File: src/inc/ptc_defs.svh
// offsets, field positions, write masks and reset values of the paired timer
`ifndef PTC_DEFS_SVH
`define PTC_DEFS_SVH
`define PTC_OFF_CTRL 12'h000
`define PTC_OFF_CNT_LO 12'h004
`define PTC_OFF_CNT_HI 12'h008
`define PTC_OFF_PER_LO 12'h00C
`define PTC_OFF_PER_HI 12'h010
`define PTC_OFF_UCTRL 12'h014
`define PTC_OFF_STAT 12'h018
`define PTC_OFF_MASK 12'h01C
`define PTC_BIT_RUN 15
`define PTC_BIT_IDLE 13
`define PTC_BIT_GATE 6
`define PTC_BIT_PS_HI 5
`define PTC_BIT_PS_LO 4
`define PTC_BIT_WIDE 3
`define PTC_BIT_CS 1
`define PTC_CTRL_WMASK 16'hA07A
`define PTC_UCTRL_WMASK 16'hA072
`define PTC_CTRL_RST 16'h0000
`define PTC_PER_RST 16'hFFFF
`define PTC_ST_LO 0
`define PTC_ST_HI 1
`endif

File: src/inc/ptc_pkg.sv
// types shared by the paired timer files
package ptc_pkg;
	typedef struct packed {
		logic run;
		logic idle_halt;
		logic gate_accum_en;
		logic [1:0] prescale_sel;
		logic clk_src_sel;
	} ptc_cfg_t;
	typedef struct packed {
		logic ext_rise;
		logic gate;
		logic idle;
	} ptc_pins_t;
endpackage : ptc_pkg

File: src/design/ptc_timer.sv
// control register and counting logic of a lower/upper timer pair, apb slave
// Operation
// - counter_run starts and stops the lower timer, or the whole pair in wide mode.
// - with idle_halt set the timer stops during idle, otherwise it counts on.
// - with the external clock selected gate_accum_en is ignored.
// - on the internal clock gate_accum_en picks gated accumulation, else free counting.
// - prescale_sel divides the input clock by 1, 8, 64 or 256.
// - pair_wide_mode joins lower and upper timer into one 32-bit timer.
// - with pair_wide_mode clear both timers count independently on own settings.
// - clk_src_sel chooses instr_clock or the ext_clk_pin clock.
// - clk_src_sel one means pin rising edge, zero means internal clock.
// - in wide mode lower holds the low word, upper the high word, lower clock and gate drive.
// - in wide mode upper control is ignored and the match flags the upper interrupt bit.
//
// Chosen here: the APB slave port and the address map.
`timescale 1ns/100ps
`default_nettype none
`include "ptc_defs.svh"
module ptc_timer
	import ptc_pkg::*;
(
	input wire logic pclk,
	input wire logic presetn,
	input wire logic psel,
	input wire logic penable,
	input wire logic pwrite,
	input wire logic [11:0] paddr,
	input wire logic [31:0] pwdata,
	output logic [31:0] prdata,
	output logic pready,
	output logic pslverr,
	input wire logic idle_mode,
	input wire logic ext_clk_pin,
	input wire logic gate_pin,
	input wire logic upper_ext_clk_pin,
	input wire logic upper_gate_pin,
	output logic irq
);
	logic [15:0] ctrl_q;
	logic [15:0] uctrl_q;
	logic [15:0] cnt_lo_q;
	logic [15:0] cnt_hi_q;
	logic [15:0] per_lo_q;
	logic [15:0] per_hi_q;
	logic [1:0] stat_q;
	logic [1:0] mask_q;
	logic [2:0] ext_s_q;
	logic [2:0] gate_s_q;
	logic [2:0] uext_s_q;
	logic [2:0] ugate_s_q;
	logic ext_lvl_q;
	logic gate_lvl_q;
	logic uext_lvl_q;
	logic ugate_lvl_q;
	logic wide;
	logic wr;
	logic rd_ok;
	logic tick_lo;
	logic tick_hi;
	logic match_lo;
	logic match_hi;
	logic match_wide;
	logic ev_lo;
	logic ev_hi;
	logic wr_ctrl;
	logic wr_uctrl;
	logic wr_cnt_lo;
	logic wr_cnt_hi;
	logic wr_per_lo;
	logic wr_per_hi;
	logic wr_stat;
	logic wr_mask;
	logic clr_lo;
	logic clr_hi;
	logic carry_lo;
	logic wrap_lo;
	logic wrap_hi;
	ptc_cfg_t cfg_lo;
	ptc_cfg_t cfg_hi;
	ptc_pins_t pins_lo;
	ptc_pins_t pins_hi;

	// control fields of a register image
	function automatic ptc_cfg_t ptc_cfg_of(input logic [15:0] r);
		ptc_cfg_t c;
		c.run = r[`PTC_BIT_RUN];
		c.idle_halt = r[`PTC_BIT_IDLE];
		c.gate_accum_en = r[`PTC_BIT_GATE];
		c.prescale_sel = r[`PTC_BIT_PS_HI:`PTC_BIT_PS_LO];
		c.clk_src_sel = r[`PTC_BIT_CS];
		return c;
	endfunction : ptc_cfg_of

	// write strobe for one register offset
	function automatic logic ptc_wr_hit(input logic w, input logic [11:0] a,
		input logic [11:0] off);
		return w && (a == off);
	endfunction : ptc_wr_hit

	// rising edge of a filtered pin: stages two and three high, level still low
	function automatic logic ptc_rise_of(input logic [2:0] s, input logic lvl);
		return s[1] && s[2] && !lvl;
	endfunction : ptc_rise_of

	// apb decode, zero wait states
	assign wr = psel && penable && pwrite;
	assign pready = 1'b1;
	always_comb begin
		unique case (paddr)
			`PTC_OFF_CTRL, `PTC_OFF_CNT_LO, `PTC_OFF_CNT_HI, `PTC_OFF_PER_LO,
			`PTC_OFF_PER_HI, `PTC_OFF_UCTRL, `PTC_OFF_STAT, `PTC_OFF_MASK: rd_ok = 1'b1;
			default: rd_ok = 1'b0;
		endcase
	end
	assign pslverr = psel && penable && !rd_ok;

	// one write strobe per register; unmapped offsets match none of them
	assign wr_ctrl = ptc_wr_hit(wr, paddr, `PTC_OFF_CTRL);
	assign wr_uctrl = ptc_wr_hit(wr, paddr, `PTC_OFF_UCTRL);
	assign wr_cnt_lo = ptc_wr_hit(wr, paddr, `PTC_OFF_CNT_LO);
	assign wr_cnt_hi = ptc_wr_hit(wr, paddr, `PTC_OFF_CNT_HI);
	assign wr_per_lo = ptc_wr_hit(wr, paddr, `PTC_OFF_PER_LO);
	assign wr_per_hi = ptc_wr_hit(wr, paddr, `PTC_OFF_PER_HI);
	assign wr_stat = ptc_wr_hit(wr, paddr, `PTC_OFF_STAT);
	assign wr_mask = ptc_wr_hit(wr, paddr, `PTC_OFF_MASK);

	// write-one-to-clear requests for the two sticky flags
	assign clr_lo = wr_stat && pwdata[`PTC_ST_LO];
	assign clr_hi = wr_stat && pwdata[`PTC_ST_HI];

	// lower pin synchronisers: a change counts once stages two and three agree
	// only stage two reads stage one, so a metastable first stage never fans out
	always_ff @(posedge pclk or negedge presetn) begin
		if (!presetn) begin
			ext_s_q <= 3'h0;
			gate_s_q <= 3'h0;
		end else begin
			ext_s_q <= {ext_s_q[1:0], ext_clk_pin};
			gate_s_q <= {gate_s_q[1:0], gate_pin};
		end
	end

	// upper pin synchronisers, same depth so both timers see the same latency
	always_ff @(posedge pclk or negedge presetn) begin
		if (!presetn) begin
			uext_s_q <= 3'h0;
			ugate_s_q <= 3'h0;
		end else begin
			uext_s_q <= {uext_s_q[1:0], upper_ext_clk_pin};
			ugate_s_q <= {ugate_s_q[1:0], upper_gate_pin};
		end
	end

	// filtered lower pin levels; a one-cycle glitch never makes stages two and three agree
	// levels reset low, the idle level of both pins, so no false edge follows reset
	always_ff @(posedge pclk or negedge presetn) begin
		if (!presetn) begin
			ext_lvl_q <= 1'b0;
			gate_lvl_q <= 1'b0;
		end else begin
			if (ext_s_q[1] == ext_s_q[2]) begin
				ext_lvl_q <= ext_s_q[2];
			end
			if (gate_s_q[1] == gate_s_q[2]) begin
				gate_lvl_q <= gate_s_q[2];
			end
		end
	end

	// filtered upper pin levels
	always_ff @(posedge pclk or negedge presetn) begin
		if (!presetn) begin
			uext_lvl_q <= 1'b0;
			ugate_lvl_q <= 1'b0;
		end else begin
			if (uext_s_q[1] == uext_s_q[2]) begin
				uext_lvl_q <= uext_s_q[2];
			end
			if (ugate_s_q[1] == ugate_s_q[2]) begin
				ugate_lvl_q <= ugate_s_q[2];
			end
		end
	end

	// lower control drives both halves in wide mode
	// the upper image still feeds its own prescaler, whose tick then goes unused
	assign wide = ctrl_q[`PTC_BIT_WIDE];
	assign cfg_lo = ptc_cfg_of(ctrl_q);
	assign cfg_hi = ptc_cfg_of(uctrl_q);

	// pin edge pulses and levels handed to each prescaler
	assign pins_lo.ext_rise = ptc_rise_of(ext_s_q, ext_lvl_q);
	assign pins_lo.gate = gate_lvl_q;
	assign pins_lo.idle = idle_mode;
	assign pins_hi.ext_rise = ptc_rise_of(uext_s_q, uext_lvl_q);
	assign pins_hi.gate = ugate_lvl_q;
	assign pins_hi.idle = idle_mode;

	// lower prescaler and count enable, also the enable of the pair in wide mode
	ptc_tick u_tick_lo (
		.pclk(pclk),
		.presetn(presetn),
		.cfg(cfg_lo),
		.pins(pins_lo),
		.tick(tick_lo)
	);

	// upper prescaler, used only while the halves count apart
	ptc_tick u_tick_hi (
		.pclk(pclk),
		.presetn(presetn),
		.cfg(cfg_hi),
		.pins(pins_hi),
		.tick(tick_hi)
	);

	// period matches, full 32 bits in wide mode
	assign match_lo = (cnt_lo_q == per_lo_q);
	assign match_hi = (cnt_hi_q == per_hi_q);
	assign match_wide = match_lo && match_hi;
	assign ev_lo = !wide && tick_lo && match_lo;
	assign ev_hi = wide ? (tick_lo && match_wide) : (tick_hi && match_hi);

	// roll-over and carry points of the two count words
	// a tick at the period value writes zero rather than the period plus one
	assign wrap_lo = wide ? match_wide : match_lo;
	assign wrap_hi = wide ? match_wide : match_hi;
	assign carry_lo = tick_lo && (cnt_lo_q == 16'hFFFF);

	// lower control register, unimplemented bits read zero
	always_ff @(posedge pclk or negedge presetn) begin
		if (!presetn) begin
			ctrl_q <= `PTC_CTRL_RST;
		end else if (wr_ctrl) begin
			ctrl_q <= pwdata[15:0] & `PTC_CTRL_WMASK;
		end
	end

	// upper control register, kept but ignored while wide
	always_ff @(posedge pclk or negedge presetn) begin
		if (!presetn) begin
			uctrl_q <= `PTC_CTRL_RST;
		end else if (wr_uctrl) begin
			uctrl_q <= pwdata[15:0] & `PTC_UCTRL_WMASK;
		end
	end

	// lower period word
	always_ff @(posedge pclk or negedge presetn) begin
		if (!presetn) begin
			per_lo_q <= `PTC_PER_RST;
		end else if (wr_per_lo) begin
			per_lo_q <= pwdata[15:0];
		end
	end

	// upper period word, the high half of the 32-bit period in wide mode
	always_ff @(posedge pclk or negedge presetn) begin
		if (!presetn) begin
			per_hi_q <= `PTC_PER_RST;
		end else if (wr_per_hi) begin
			per_hi_q <= pwdata[15:0];
		end
	end

	// lower count word; a software write takes priority over a tick
	always_ff @(posedge pclk or negedge presetn) begin
		if (!presetn) begin
			cnt_lo_q <= 16'h0000;
		end else if (wr_cnt_lo) begin
			cnt_lo_q <= pwdata[15:0];
		end else if (tick_lo) begin
			if (wrap_lo) begin
				cnt_lo_q <= 16'h0000;
			end else begin
				cnt_lo_q <= cnt_lo_q + 16'h0001;
			end
		end
	end

	// upper count word: carry in wide mode, own tick otherwise
	// the period match outranks the carry so the pair restarts from zero
	always_ff @(posedge pclk or negedge presetn) begin
		if (!presetn) begin
			cnt_hi_q <= 16'h0000;
		end else if (wr_cnt_hi) begin
			cnt_hi_q <= pwdata[15:0];
		end else if (wide) begin
			if (tick_lo && wrap_hi) begin
				cnt_hi_q <= 16'h0000;
			end else if (carry_lo) begin
				cnt_hi_q <= cnt_hi_q + 16'h0001;
			end
		end else if (tick_hi) begin
			cnt_hi_q <= wrap_hi ? 16'h0000 : cnt_hi_q + 16'h0001;
		end
	end

	// sticky flags, write one to clear; a coincident event wins so no match is lost
	always_ff @(posedge pclk or negedge presetn) begin
		if (!presetn) begin
			stat_q <= 2'h0;
		end else begin
			if (ev_lo) begin
				stat_q[`PTC_ST_LO] <= 1'b1;
			end else if (clr_lo) begin
				stat_q[`PTC_ST_LO] <= 1'b0;
			end
			if (ev_hi) begin
				stat_q[`PTC_ST_HI] <= 1'b1;
			end else if (clr_hi) begin
				stat_q[`PTC_ST_HI] <= 1'b0;
			end
		end
	end

	// interrupt mask, same layout as the status flags
	always_ff @(posedge pclk or negedge presetn) begin
		if (!presetn) begin
			mask_q <= 2'h0;
		end else if (wr_mask) begin
			mask_q <= pwdata[1:0];
		end
	end

	// level interrupt while any unmasked flag is set
	assign irq = |(stat_q & mask_q);

	// read data
	always_comb begin
		unique case (paddr)
			`PTC_OFF_CTRL: prdata = {16'h0000, ctrl_q};
			`PTC_OFF_CNT_LO: prdata = {16'h0000, cnt_lo_q};
			`PTC_OFF_CNT_HI: prdata = {16'h0000, cnt_hi_q};
			`PTC_OFF_PER_LO: prdata = {16'h0000, per_lo_q};
			`PTC_OFF_PER_HI: prdata = {16'h0000, per_hi_q};
			`PTC_OFF_UCTRL: prdata = {16'h0000, uctrl_q};
			`PTC_OFF_STAT: prdata = {30'h00000000, stat_q};
			`PTC_OFF_MASK: prdata = {30'h00000000, mask_q};
			default: prdata = 32'h00000000;
		endcase
	end
endmodule : ptc_timer
`default_nettype wire

File: src/design/ptc_tick.sv
// prescaled count enable for one timer
`timescale 1ns/100ps
`default_nettype none
module ptc_tick
	import ptc_pkg::*;
(
	input wire logic pclk,
	input wire logic presetn,
	input var ptc_cfg_t cfg,
	input var ptc_pins_t pins,
	output logic tick
);
	logic [7:0] div_q;
	logic src;
	logic lim;

	// source pulse: pin edge, gated internal clock or free internal clock
	always_comb begin
		if (cfg.clk_src_sel) begin
			src = pins.ext_rise;
		end else if (cfg.gate_accum_en) begin
			src = pins.gate;
		end else begin
			src = 1'b1;
		end
		if (!cfg.run || (cfg.idle_halt && pins.idle)) begin
			src = 1'b0;
		end
	end

	// terminal count of the prescaler for 1, 8, 64, 256
	always_comb begin
		unique case (cfg.prescale_sel)
			2'b00: lim = (div_q == 8'h00);
			2'b01: lim = (div_q == 8'h07);
			2'b10: lim = (div_q == 8'h3F);
			2'b11: lim = (div_q == 8'hFF);
		endcase
	end

	always_ff @(posedge pclk or negedge presetn) begin
		if (!presetn) begin
			div_q <= 8'h00;
		end else if (!cfg.run) begin
			div_q <= 8'h00;
		end else if (src) begin
			div_q <= lim ? 8'h00 : div_q + 8'h01;
		end
	end

	assign tick = src && lim;
endmodule : ptc_tick
`default_nettype wire

File: config.mk
export PLATFORM = sky130hd
export DESIGN_NAME = ptc_timer
export DESIGN_NICKNAME = d
export VERILOG_FILES = /design/src/inc/ptc_pkg.sv /design/src/design/ptc_timer.sv /design/src/design/ptc_tick.sv
export VERILOG_INCLUDE_DIRS = /design/src /design/src/inc
export SDC_FILE = /design/constraint.sdc
export NUM_CORES = 1
export LEC_CHECK = 0
export BUFFER_PORTS_ARGS = -buffer_cell sky130_fd_sc_hd__clkbuf_2
export CAP_MARGIN = 10
export CORE_MARGIN = 2
export CORE_UTILIZATION = 50
export CTS_BUF_LIST = sky130_fd_sc_hd__clkbuf_16
export DETAILED_ROUTE_END_ITERATION = 8
export PLACE_DENSITY = 0.81
export SLEW_MARGIN = 20
export SYNTH_ARGS = -nofsm -noshare
export SYNTH_HDL_FRONTEND = slang
export SYNTH_HIERARCHICAL = 1
export SYNTH_SLANG_ARGS = --single-unit
File: constraint.sdc
create_clock -name pclk -period 3.3 [get_ports pclk]
set_clock_uncertainty 0.05 [all_clocks]
set_input_delay 0.165 -clock pclk [delete_from_list [all_inputs] [get_ports pclk]]
set_output_delay 0.165 -clock pclk [all_outputs]
set_load 0.01 [all_outputs]
* After elaboration in Yosys (flattened, before gate mapping)
Memories as Yosys holds them, arrays and structs flattened.
Cells that the tools add are included.
** Storage, ports and cells
- Word-level logic and storage cells :: 134
- Input bits :: 54
- Register bits :: 113
- Memory bits (read-only) :: 32
- Output and inout bits :: 35
- Memories :: 1
** Memory list
- (name not given) :: words 32, bits a word 1, read ports 1, clocked after Yosys merged registers in 0, write ports 0, RTL line ptc_timer.sv:109 : unique case (paddr)
** Operators by class
- Mux-type cells :: 32
- Reductions and logical operators :: 48
- Eq/ne operators :: 29
- Bitwise gates (word level) :: 1
- Add/sub/neg operators :: 4
** Operator list (number)
- 16-bit 2-to-1 mux :: 9
- 16-bit one-hot mux with 8 select lines :: 1
- 12-bit by 5-bit equality test with 1-bit output (second input constant) :: 4
- 8-bit 2-to-1 mux :: 6
- 16-bit by 1-bit adder with 16-bit output (second input constant) :: 2
- 16-bit equality test :: 2
- 1-bit logical AND :: 28
- 12-bit by 4-bit equality test with 1-bit output (second input constant) :: 2
- 8-bit by 1-bit adder with 8-bit output (second input constant) :: 2
- 16-bit equality test (second input constant) :: 1
- 8-bit by 3-bit equality test with 1-bit output (second input constant) :: 2
- 8-bit by 6-bit equality test with 1-bit output (second input constant) :: 2
- 8-bit equality test (second input constant) :: 2
- 8-bit logical NOT :: 2
- 1-bit 2-to-1 mux :: 14
- 12-bit by 3-bit equality test with 1-bit output (second input constant) :: 1
- 12-bit logical NOT :: 1
- 2-bit equality test (second input constant) :: 4
- 1-bit one-hot mux with 4 select lines :: 2
- 7-bit logical NOT :: 1
- 1-bit logical NOT :: 6
- 2-bit nonzero test :: 3
- 1-bit equality test :: 4
- 2-bit by 1-bit equality test with 1-bit output (second input constant) :: 2
- 8 further kinds :: 11

* Depth between registers and ports, before layout
Gate-level depths: netlist (run 1).
- Depth after elaboration :: 10
- Depth in mapped cells :: 13
- Gate-level depth less buffers :: 11

* Cells and area by module
Netlist (run 1), hierarchy kept.
** By module, submodules not included
- ptc_timer :: times used 1, area an instance 5610.4 um^2, cells each 536
- ptc_tick :: times used 2, area an instance 555.5 um^2, cells each 67

* Least setup slack after synthesis (run 1)
OpenSTA, ideal clock, no wires.
- Kind :: flip-flop to flip-flop
- Start :: reg u_tick_lo.div_q[3]
- End :: reg cnt_hi_q[7]
- Setup slack :: 398 ps
- Stages on the path, launching flop included :: 13
- Buffers on the path :: 4
- Clock period less this slack :: 2902 ps
- Required time :: 3129 ps
- Arrival time :: 2731 ps
- Path through :: dfrtp_1 -> buf_6 -> or4_1 -> a222oi_1 -> nand2_1 -> nor2_1 -> clkbuf_1 -> and2_1 -> clkbuf_2 -> o22a_1 -> buf_2 -> o21ai_0 -> a22o_1
** Between the ends
- Word-level cells in the longest chain between the ends :: 7
- Elaborated cells between the ends (all ways) :: 13
- Classes of those cells :: eq/ne: 4; mux: 4; reduce/logical: 5
** RTL lines
- start, declared :: RTL line ptc_tick.sv:13 : logic [7:0] div_q;
- start signal, assigned :: RTL line ptc_tick.sv:47 : div_q <= lim ? 8'h00 : div_q + 8'h01;
- 8-bit equality test (tied with other cells) :: RTL line ptc_tick.sv:37 : 2'b11: lim = (div_q == 8'hFF);
- 1-bit one-hot mux with 4 select lines * :: RTL line ptc_tick.sv:33 : unique case (cfg.prescale_sel)
- 1-bit logical AND * :: RTL line ptc_tick.sv:51 : assign tick = src && lim;
- named net tick_lo :: RTL line ptc_timer.sv:58 : logic tick_lo;
- 1-bit logical AND :: RTL line ptc_timer.sv:289 : if (tick_lo && wrap_hi) begin
- 16-bit 2-to-1 mux :: RTL line ptc_timer.sv:289
- 16-bit 2-to-1 mux :: RTL line ptc_timer.sv:288 : end else if (wide) begin
- 16-bit 2-to-1 mux :: RTL line ptc_timer.sv:286 : end else if (wr_cnt_hi) begin
- end signal, assigned :: RTL line ptc_timer.sv:287 : cnt_hi_q <= pwdata[15:0];
- end signal, assigned :: RTL line ptc_timer.sv:292 : cnt_hi_q <= cnt_hi_q + 16'h0001;
- end signal, assigned :: RTL line ptc_timer.sv:295 : cnt_hi_q <= wrap_hi ? 16'h0000 : cnt_hi_q + 16'h0001;
- end, declared :: RTL line ptc_timer.sv:42 : logic [15:0] cnt_hi_q;
Mark *: on every way through the listed nets, which the timed path passes. The rest lies on a longest branch.
A chain may end at the register's enable or synchronous reset.

* Worst setup path in the final report (run 1)
- Start :: reg u_tick_hi.div_q[4]
- End :: reg cnt_hi_q[10]
** Between the ends
- Word-level cells in the longest chain between the ends :: 5
- Elaborated cells between the ends (all ways) :: 8
- Classes of those cells :: eq/ne: 3; mux: 1; reduce/logical: 4
** RTL lines
- start, declared :: RTL line ptc_tick.sv:13
- start signal, assigned :: RTL line ptc_tick.sv:47
- 8-bit equality test (tied with other cells) :: RTL line ptc_tick.sv:37
- 1-bit one-hot mux with 4 select lines * :: RTL line ptc_tick.sv:33
- 1-bit logical AND * :: RTL line ptc_tick.sv:51
- named net tick_hi :: RTL line ptc_timer.sv:59 : logic tick_hi;
- 3-bit nonzero test (no source line) *
- 2-bit AND reduction (no source line) *
Marks and branches as above.

==> results of run 1 <==
==> logic make-up after synthesis <==
family,count (synthesis),share of synthesized area (%)
and+or+nand+nor,233,18.21
adders and majority gates,10,1.787
DFF,113,42.67
other,2,0.1117
muxes,53,9.549
buffers and inverters,71,5.845
AOI/OAI and AO/OA,150,16.88
xor gates and xnor gates,38,4.952
==> area by class of cell <==
type	count	area, sq um
clock buffer	17	425.4
clock inverter	15	152.6
fill	1078	5400
inverter	21	78.83
multi-input combinational	501	3540
sequential	113	2868
tap	176	220.2
timing repair buffer	83	505.5
==> synth_stat cells, drive strengths merged, types with 3 or more instances <==
master,instances
dfrtp,81
nand2,67
mux2,49
nor2,43
buf,38
o21ai,33
xnor2,33
dfstp,32
nand3,29
inv,21
and3,20
a21oi,15
nand4,14
a221o,13
a222oi,12
clkbuf,12
a22o,11
a22oi,10
nor2b,10
nor4,9
a31oi,8
a32o,8
and2,8
ha,8
nand2b,8
nor3,7
o2bb2ai,6
o2111ai,5
or3,5
or3b,5
xor2,5
o22ai,4
a21o,3
a2bb2oi,3
a32oi,3
mux2i,3
o31a,3
or4,3
==> worst max-delay path: cells and delay by family, from the launching register on <==
kind	cells	cell delay, ns
and+or+nand+nor	5	1.30
AOI/OAI and AO/OA	4	0.84
DFF	1	0.45
buffers and inverters	2	0.41
==> stage by stage <==
step | setup WS, ns | std cells
2_1_floorplan | 0.3978 | 685
3_3_place_gp | 0.1997 | 887
3_5_place_dp | 0.1324 | 887
4_1_cts | 0.1095 | 926
5_1_grt | 0.02135 | 926
6_report | 0.1210 | 926
==> metal layers <==
layer  vias to the layer above  wire [microns]  global-route usage (%)
met3                        50            1625                   5.941
li1                       2583               -                       -
met1                      2893            7429                   34.79
met5                         -               0                       0
met4                         0             751                   14.41
met2                       362            8571                   40.31
==> sequential cells by signal, summed over array words and instances, names as in the netlist <==
register and flops:
per_hi_q 16, ctrl_q 7, per_lo_q 16, mask_q 2, cnt_hi_q 16, gate_lvl_q 1, stat_q 2, ugate_s_q 3
u_tick_lo/div_q 8, uext_s_q 3, ext_s_q 3, ext_lvl_q 1, uctrl_q 6, uext_lvl_q 1, gate_s_q 3, u_tick_hi/div_q 8
ugate_lvl_q 1, cnt_lo_q 16
==> final timing paths <==
path	end	slack [ns]	cells past startpoint
setup / recovery	cnt_hi_q[10]	0.12	11
hold / removal	per_hi_q[9]	0.02	2
setup reg to reg	cnt_hi_q[10]	0.12	11
hold reg to reg	ext_s_q[1]	0.30	0
max in group asynchronous	per_hi_q[1]	1.97	3
min in group asynchronous	u_tick_lo/div_q[2]	0.30	2
==> power groups by stage <==
stage | Clock [mW] | Sequential [mW] | Combinational [mW]
2_1_floorplan | 0 | 1.43 | 0.0557
3_3_place_gp | 0 | 1.43 | 0.120
3_5_place_dp | 0 | 1.44 | 0.123
4_1_cts | 1.82 | 1.41 | 0.130
5_1_grt | 1.88 | 1.41 | 0.145
6_report | 1.81 | 1.41 | 0.131
==> what timing repair did <==
item | in CTS | in global routing
gates resized for setup | 0 | 2
endpoints found under the hold margin | 50 | 0
setup endpoints to repair | 0 | 15
hold buffers | 7 | 0
==> results.md, run 1 <==
* Switching Power at 746.5 uW
* Seq cells post-synth at 113
* Clk Latency, worst-skew pair at 0.44 ns
* Slew Limit Fails at 0
* Peak VDD IR at 0.3481 mV
* Mapped cell area at 6721 sq um
* Critical Path Source: u_tick_hi/div_q[4]
* Post-synth top area share at approximately 30%
* Setup crit end kind: flop
* Ys Warns at 6
* Crit Path Category: reg -> reg
* Post-DP Area at 7134 sq um
* Final core utilization at between 50% and 60%
* Sequential share of power at 42.2%
* First-pass iteration count of the detailed router at 5
* Top Ports at a little under 90
* Total CTS buffers at 17
* Seq/Total Area, Yosys at 42.67%
* Hold Path Class: in -> reg
* Ant diodes at 0
* Peak Freq at approximately 0.31 GHz
* Initial Util at about half
* Synth async-reset ratio at 100.0%
* Worst Path Required at 3.56 ns
* Final period util at 96.33%
* First-pass GRT wire length at 28930 microns
* Routed Antenna Nets at 0
* Share of cells above drive strength 1 at 27.33%
* Cell Rows at 42
* Vias per cell at 6.359
* Largest net degree at the start of global routing at around 60
* Most common cell after layout, fill and taps aside: dfrtp_1
* Area Growth Syn to Fin at 15.90%
* Total GRT Usage at a little over a quarter
* Ranking of synthesized cells by area: dfrtp_1, dfstp_2, mux2_2
* Comb pwr share at 3.9%
* Total gr overflow at 0
* 1st-iter DRT viols at 611
* Post-synth EDFFs at 0
* CORE AREA at roughly 13000 sq um
* Initial antenna violation count at 0
* Fin Hold WS at roughly 0.018 ns
* Vias in the first global route at 5511
* Outcome: finished, final reports clean
* Full die area at 14390 sq um
* Clk pin slew, worst setup/hold paths at roughly 0.050 ns
* Sw Ratio at 22.25%
* Slew @ Worst Pin at ~0.90 ns
* Final setup vio count at 0
* TNS Setup at 0 ns
* P per Cell Area at 430.6 nW/um^2
* Unique masters post-synth at 68
* Clk sinks at roughly 110
* Post-CTS setup buffer count at 0
* Slowest CP cell: or4_1
* GPL Wtd Cong at 0.9938
* Clk buf depth at 2
* CTS root buffer: clkbuf_16
* Worst hold start: pwdata[9]
* Main flop type after synthesis: dfrtp_1
* Max_cap viols at 0
* Nets at 799
* Mapped Avg Cell Area at 10.03 sq um
* Die Ht at 119.9 microns
* Most frequent cells in the layout: dfrtp_1, nand2_1, clkbuf_2
* Leak at 3.366 nW
* TritonCTS clock tree: done
* Fin crit period at 3.179 ns
* Detailed placement HPWL at 13110 microns
* Port Buffers at 55
* Worst stage delay on the critical path at 0.58 ns
* Fin. Hold Viols at 0
* Drt drc at 0
* Cell taking the most area after synthesis: dfrtp_1
* H-Tree Depth at 4
* DR WL/cell at 19.85 microns
* Critical path's most frequent cell: buf_4
* Final wirelength at 18380 microns
* WP data arrival at 3.44 ns
* Worst rel slew slack at 39.60%
* Clk pwr share at a little over half
* Max FO, Critical Path at 8
* Cell-internal power at 2.608 mW
* Fin area at between 7000 and 8000 sq um
* Post-Synthesis Cells at 670
* Vias at 5888
* RSZ-0062 raised after global routing: false
* Crit-path cells: or4_1 -> a222oi_1 -> nand2_1 -> nor2_1 -> nor2b_1 -> o21bai_1 -> buf_4 -> a311oi_2 -> buf_4 -> a22oi_1 -> nand3_1
* CP Launch Type: flop
* Reg-to-Reg Start: u_tick_hi/div_q[4]
* Overall Power at 3.355 mW
* Die X at 119.9 microns
No activity file was read; power rests on OpenSTA's default activity.
==> inputs of run 2 (changes only) <==
Settings changed: CORE_UTILIZATION 50 to 59, PLACE_DENSITY 0.81 to 0.91.
==> run 2 against run 1 <==
  * Core utilization up 11 points
  * Power is 2.2% lower
  * Setup slack improved by 0.026 ns
  * Critical path depth down 1
  * Non-clock buffer count fell by 2
  * Register-to-register slack improved by 0.03 ns
  * Global-route usage increased by 5.8 points
  * Largest cell class unchanged
  * Clock power decreased by 4%
==> results.md, run 2 (synthesis results as in run 1) <==
* Worst Path Required at roughly 3.6 ns
* Fin Hold WS at 0.02140 ns
* Total CTS buffers at 17
* Placement Setup Slack at 0.1296 ns
* Finished Layout Cells at 887
* Worst stage delay on the critical path at 0.55 ns
* Area Growth Syn to Fin at 14.74%
* Port Buffers at 55
* Max_cap viols at 0
* Overall Power at between 3 and 4 mW
* Full die area at 12260 sq um
* FF-to-FF setup slack at 0.15 ns
* Clk pin slew, worst setup/hold paths at 0.05 ns
* Cell Rows at 38
* Crit Path Category: reg -> reg
* Hold Path Class: in -> reg
* Crit path max-delay family: compound AO/OA/AOI/OAI gates
* Most frequent cells in the layout: dfrtp_1, nand2_1, clkbuf_2
* Clk pwr share at 52.8%
* CP Launch Type: flop
* Vias in the first global route at 5899
* Detailed placement HPWL at 13320 microns
* Met2 wire length at 8849 microns
* Top Ports at 89
* Outcome: finished, final reports clean
* Worst Setup EP: cnt_hi_q[14]
* Clk sinks at 113
* Fin. Hold Viols at 0
* Share of cells above drive strength 1 at 27.18%
* Total GRT Usage at 32.13%
* TNS Setup at 0 ns
* Peak Freq at 0.3172 GHz
* Slew Limit Fails at 0
* P per Cell Area at 425.4 nW/um^2
* FILL cells at 760
* RSZ-0062 raised after global routing: false
* Slew @ Worst Pin at about 1.1 ns
* Most common cell after layout, fill and taps aside: dfrtp_1
* Sw Ratio at between 20% and 30%
* Final wirelength at between 15000 and 20000 microns
* Cell-internal power at between 2 and 3 mW
* Final period util at ~96%
* Placed cell count at 850
* WP buf/inv at 1
* Max FO, Critical Path at 14
* Register-to-Register Path Depth at 10
* Leak at approximately 3.3 nW
* Initial Util at 61.20%
* End of the worst register-to-register path: cnt_hi_q[14]
* CTS root buffer: clkbuf_16
* Critical Path Source: u_tick_lo/div_q[5]
* Critical Path Stages at 10
* Setup ws final at 0.1471 ns
* Area of the multi-input gates at 3541 sq um
* Vias per cell at 6.809
* Ant diodes at 0
* Initial antenna violation count at 0
* Comb pwr share at 4.1%
* Die X at around 110 microns
* Drt drc at 0
* Clk Latency, worst-skew pair at 0.43 ns
* CORE AREA at 10980 sq um
* Routed Antenna Nets at 0
* Crit-path cells: or4_1 -> a222oi_1 -> nand2_1 -> nor2_4 -> nand4_1 -> o21bai_1 -> buf_4 -> a311oi_2 -> a21o_1 -> a22o_1
* Total gr overflow at 0
* M1 WL at ~7400 microns
* Max Used Layer: met4
* WP data arrival at 3.42 ns
* DR WL/cell at 21.66 microns
* Setup crit end kind: flop
* Worst rel slew slack at 26.33%
* H-Tree Depth at 4
* First-pass GRT wire length at 31160 microns
* GPL Wtd Cong at 0.9847
* Vias at ~6000
* Reg-to-Reg Start: u_tick_lo/div_q[5]
* 1st-iter DRT viols at 842
* Sequential share of power at a little over two fifths
* Fin area at 7712 sq um
* Largest net degree at the start of global routing at 60
* Post-DP Area at 7094 sq um
* Fin crit period at 3.153 ns
* Nets at roughly 800
* First-pass iteration count of the detailed router at 7
* Final core utilization at 70.22%
* Reg area at 2868 sq um
* Clk buf depth at 2
* Met3 wire len at 2216 microns
* Die Ht at around 110 microns
* Switching Power at 752.9 uW
* Peak VDD IR at 0.3693 mV
* TritonCTS clock tree: done
* Slowest CP cell: or4_1
* Final setup vio count at 0
[run 2: cell types whose count changed in the layout (fill, tap and decap cells not counted), moves of 2 or more]
cell,delta
inv_1,-3
buf_4,-2
clkinv_2,-2
clkinv_1,+4
[run 2: layer usage]
| metal | up-vias | GRT usage, % |
|---|---|---|
| li1 | 2576 | - |
| met1 | 2931 | 42.94 |
| met2 | 447 | 49.45 |
| met3 | 86 | 8.857 |
| met4 | 0 | 13.83 |
| met5 | - | 0 |
[run 2: worst min path at each step]
| stage | from | to | cells past startpoint |
|---|---|---|---|
| 5_1_grt | pwdata[10] | per_hi_q[10] | 2 |
| 4_1_cts | pwdata[9] | cnt_lo_q[9] | 3 |
| 3_5_place_dp | presetn | ugate_s_q[0] | 1 |
| 2_1_floorplan | presetn | cnt_hi_q[0] | 0 |
| 3_3_place_gp | presetn | uext_s_q[0] | 1 |
| 6_report | pwdata[9] | cnt_lo_q[9] | 3 |
[run 2: cell type report]
| class | count | share of cell area, % |
|---|---|---|
| multi-input cells | 501 | 45.91 |
| inverters | 21 | 1.022 |
| repair buffers | 81 | 6.489 |
| clock buffers | 17 | 5.516 |
| flip-flops and latches | 113 | 37.18 |
| well taps | 140 | 2.271 |
| clock inverters | 14 | 1.606 |
[run 2: worst min-delay path: stages]
cell and delay [ns]:
clkbuf_2 0.15, nand2_1 0.07, o21ai_0 0.07
[run 2: what timing repair did]
| action | CTS | global route |
|---|---|---|
| hold endpoints to repair | 37 | 0 |
| resized for setup | 0 | 3 |
| buffers inserted | 0 | 0 |
| setup endpoints to repair | 0 | 21 |
| hold buffers | 6 | 0 |
[run 2: power groups by stage]
stage          Sequential, mW  Clock [mW]  Combinational (mW)
6_report                 1.41        1.73               0.133
5_1_grt                  1.41        1.81               0.143
3_3_place_gp             1.43           0               0.119
3_5_place_dp             1.44           0               0.123
2_1_floorplan            1.43           0              0.0557
4_1_cts                  1.41        1.74               0.130
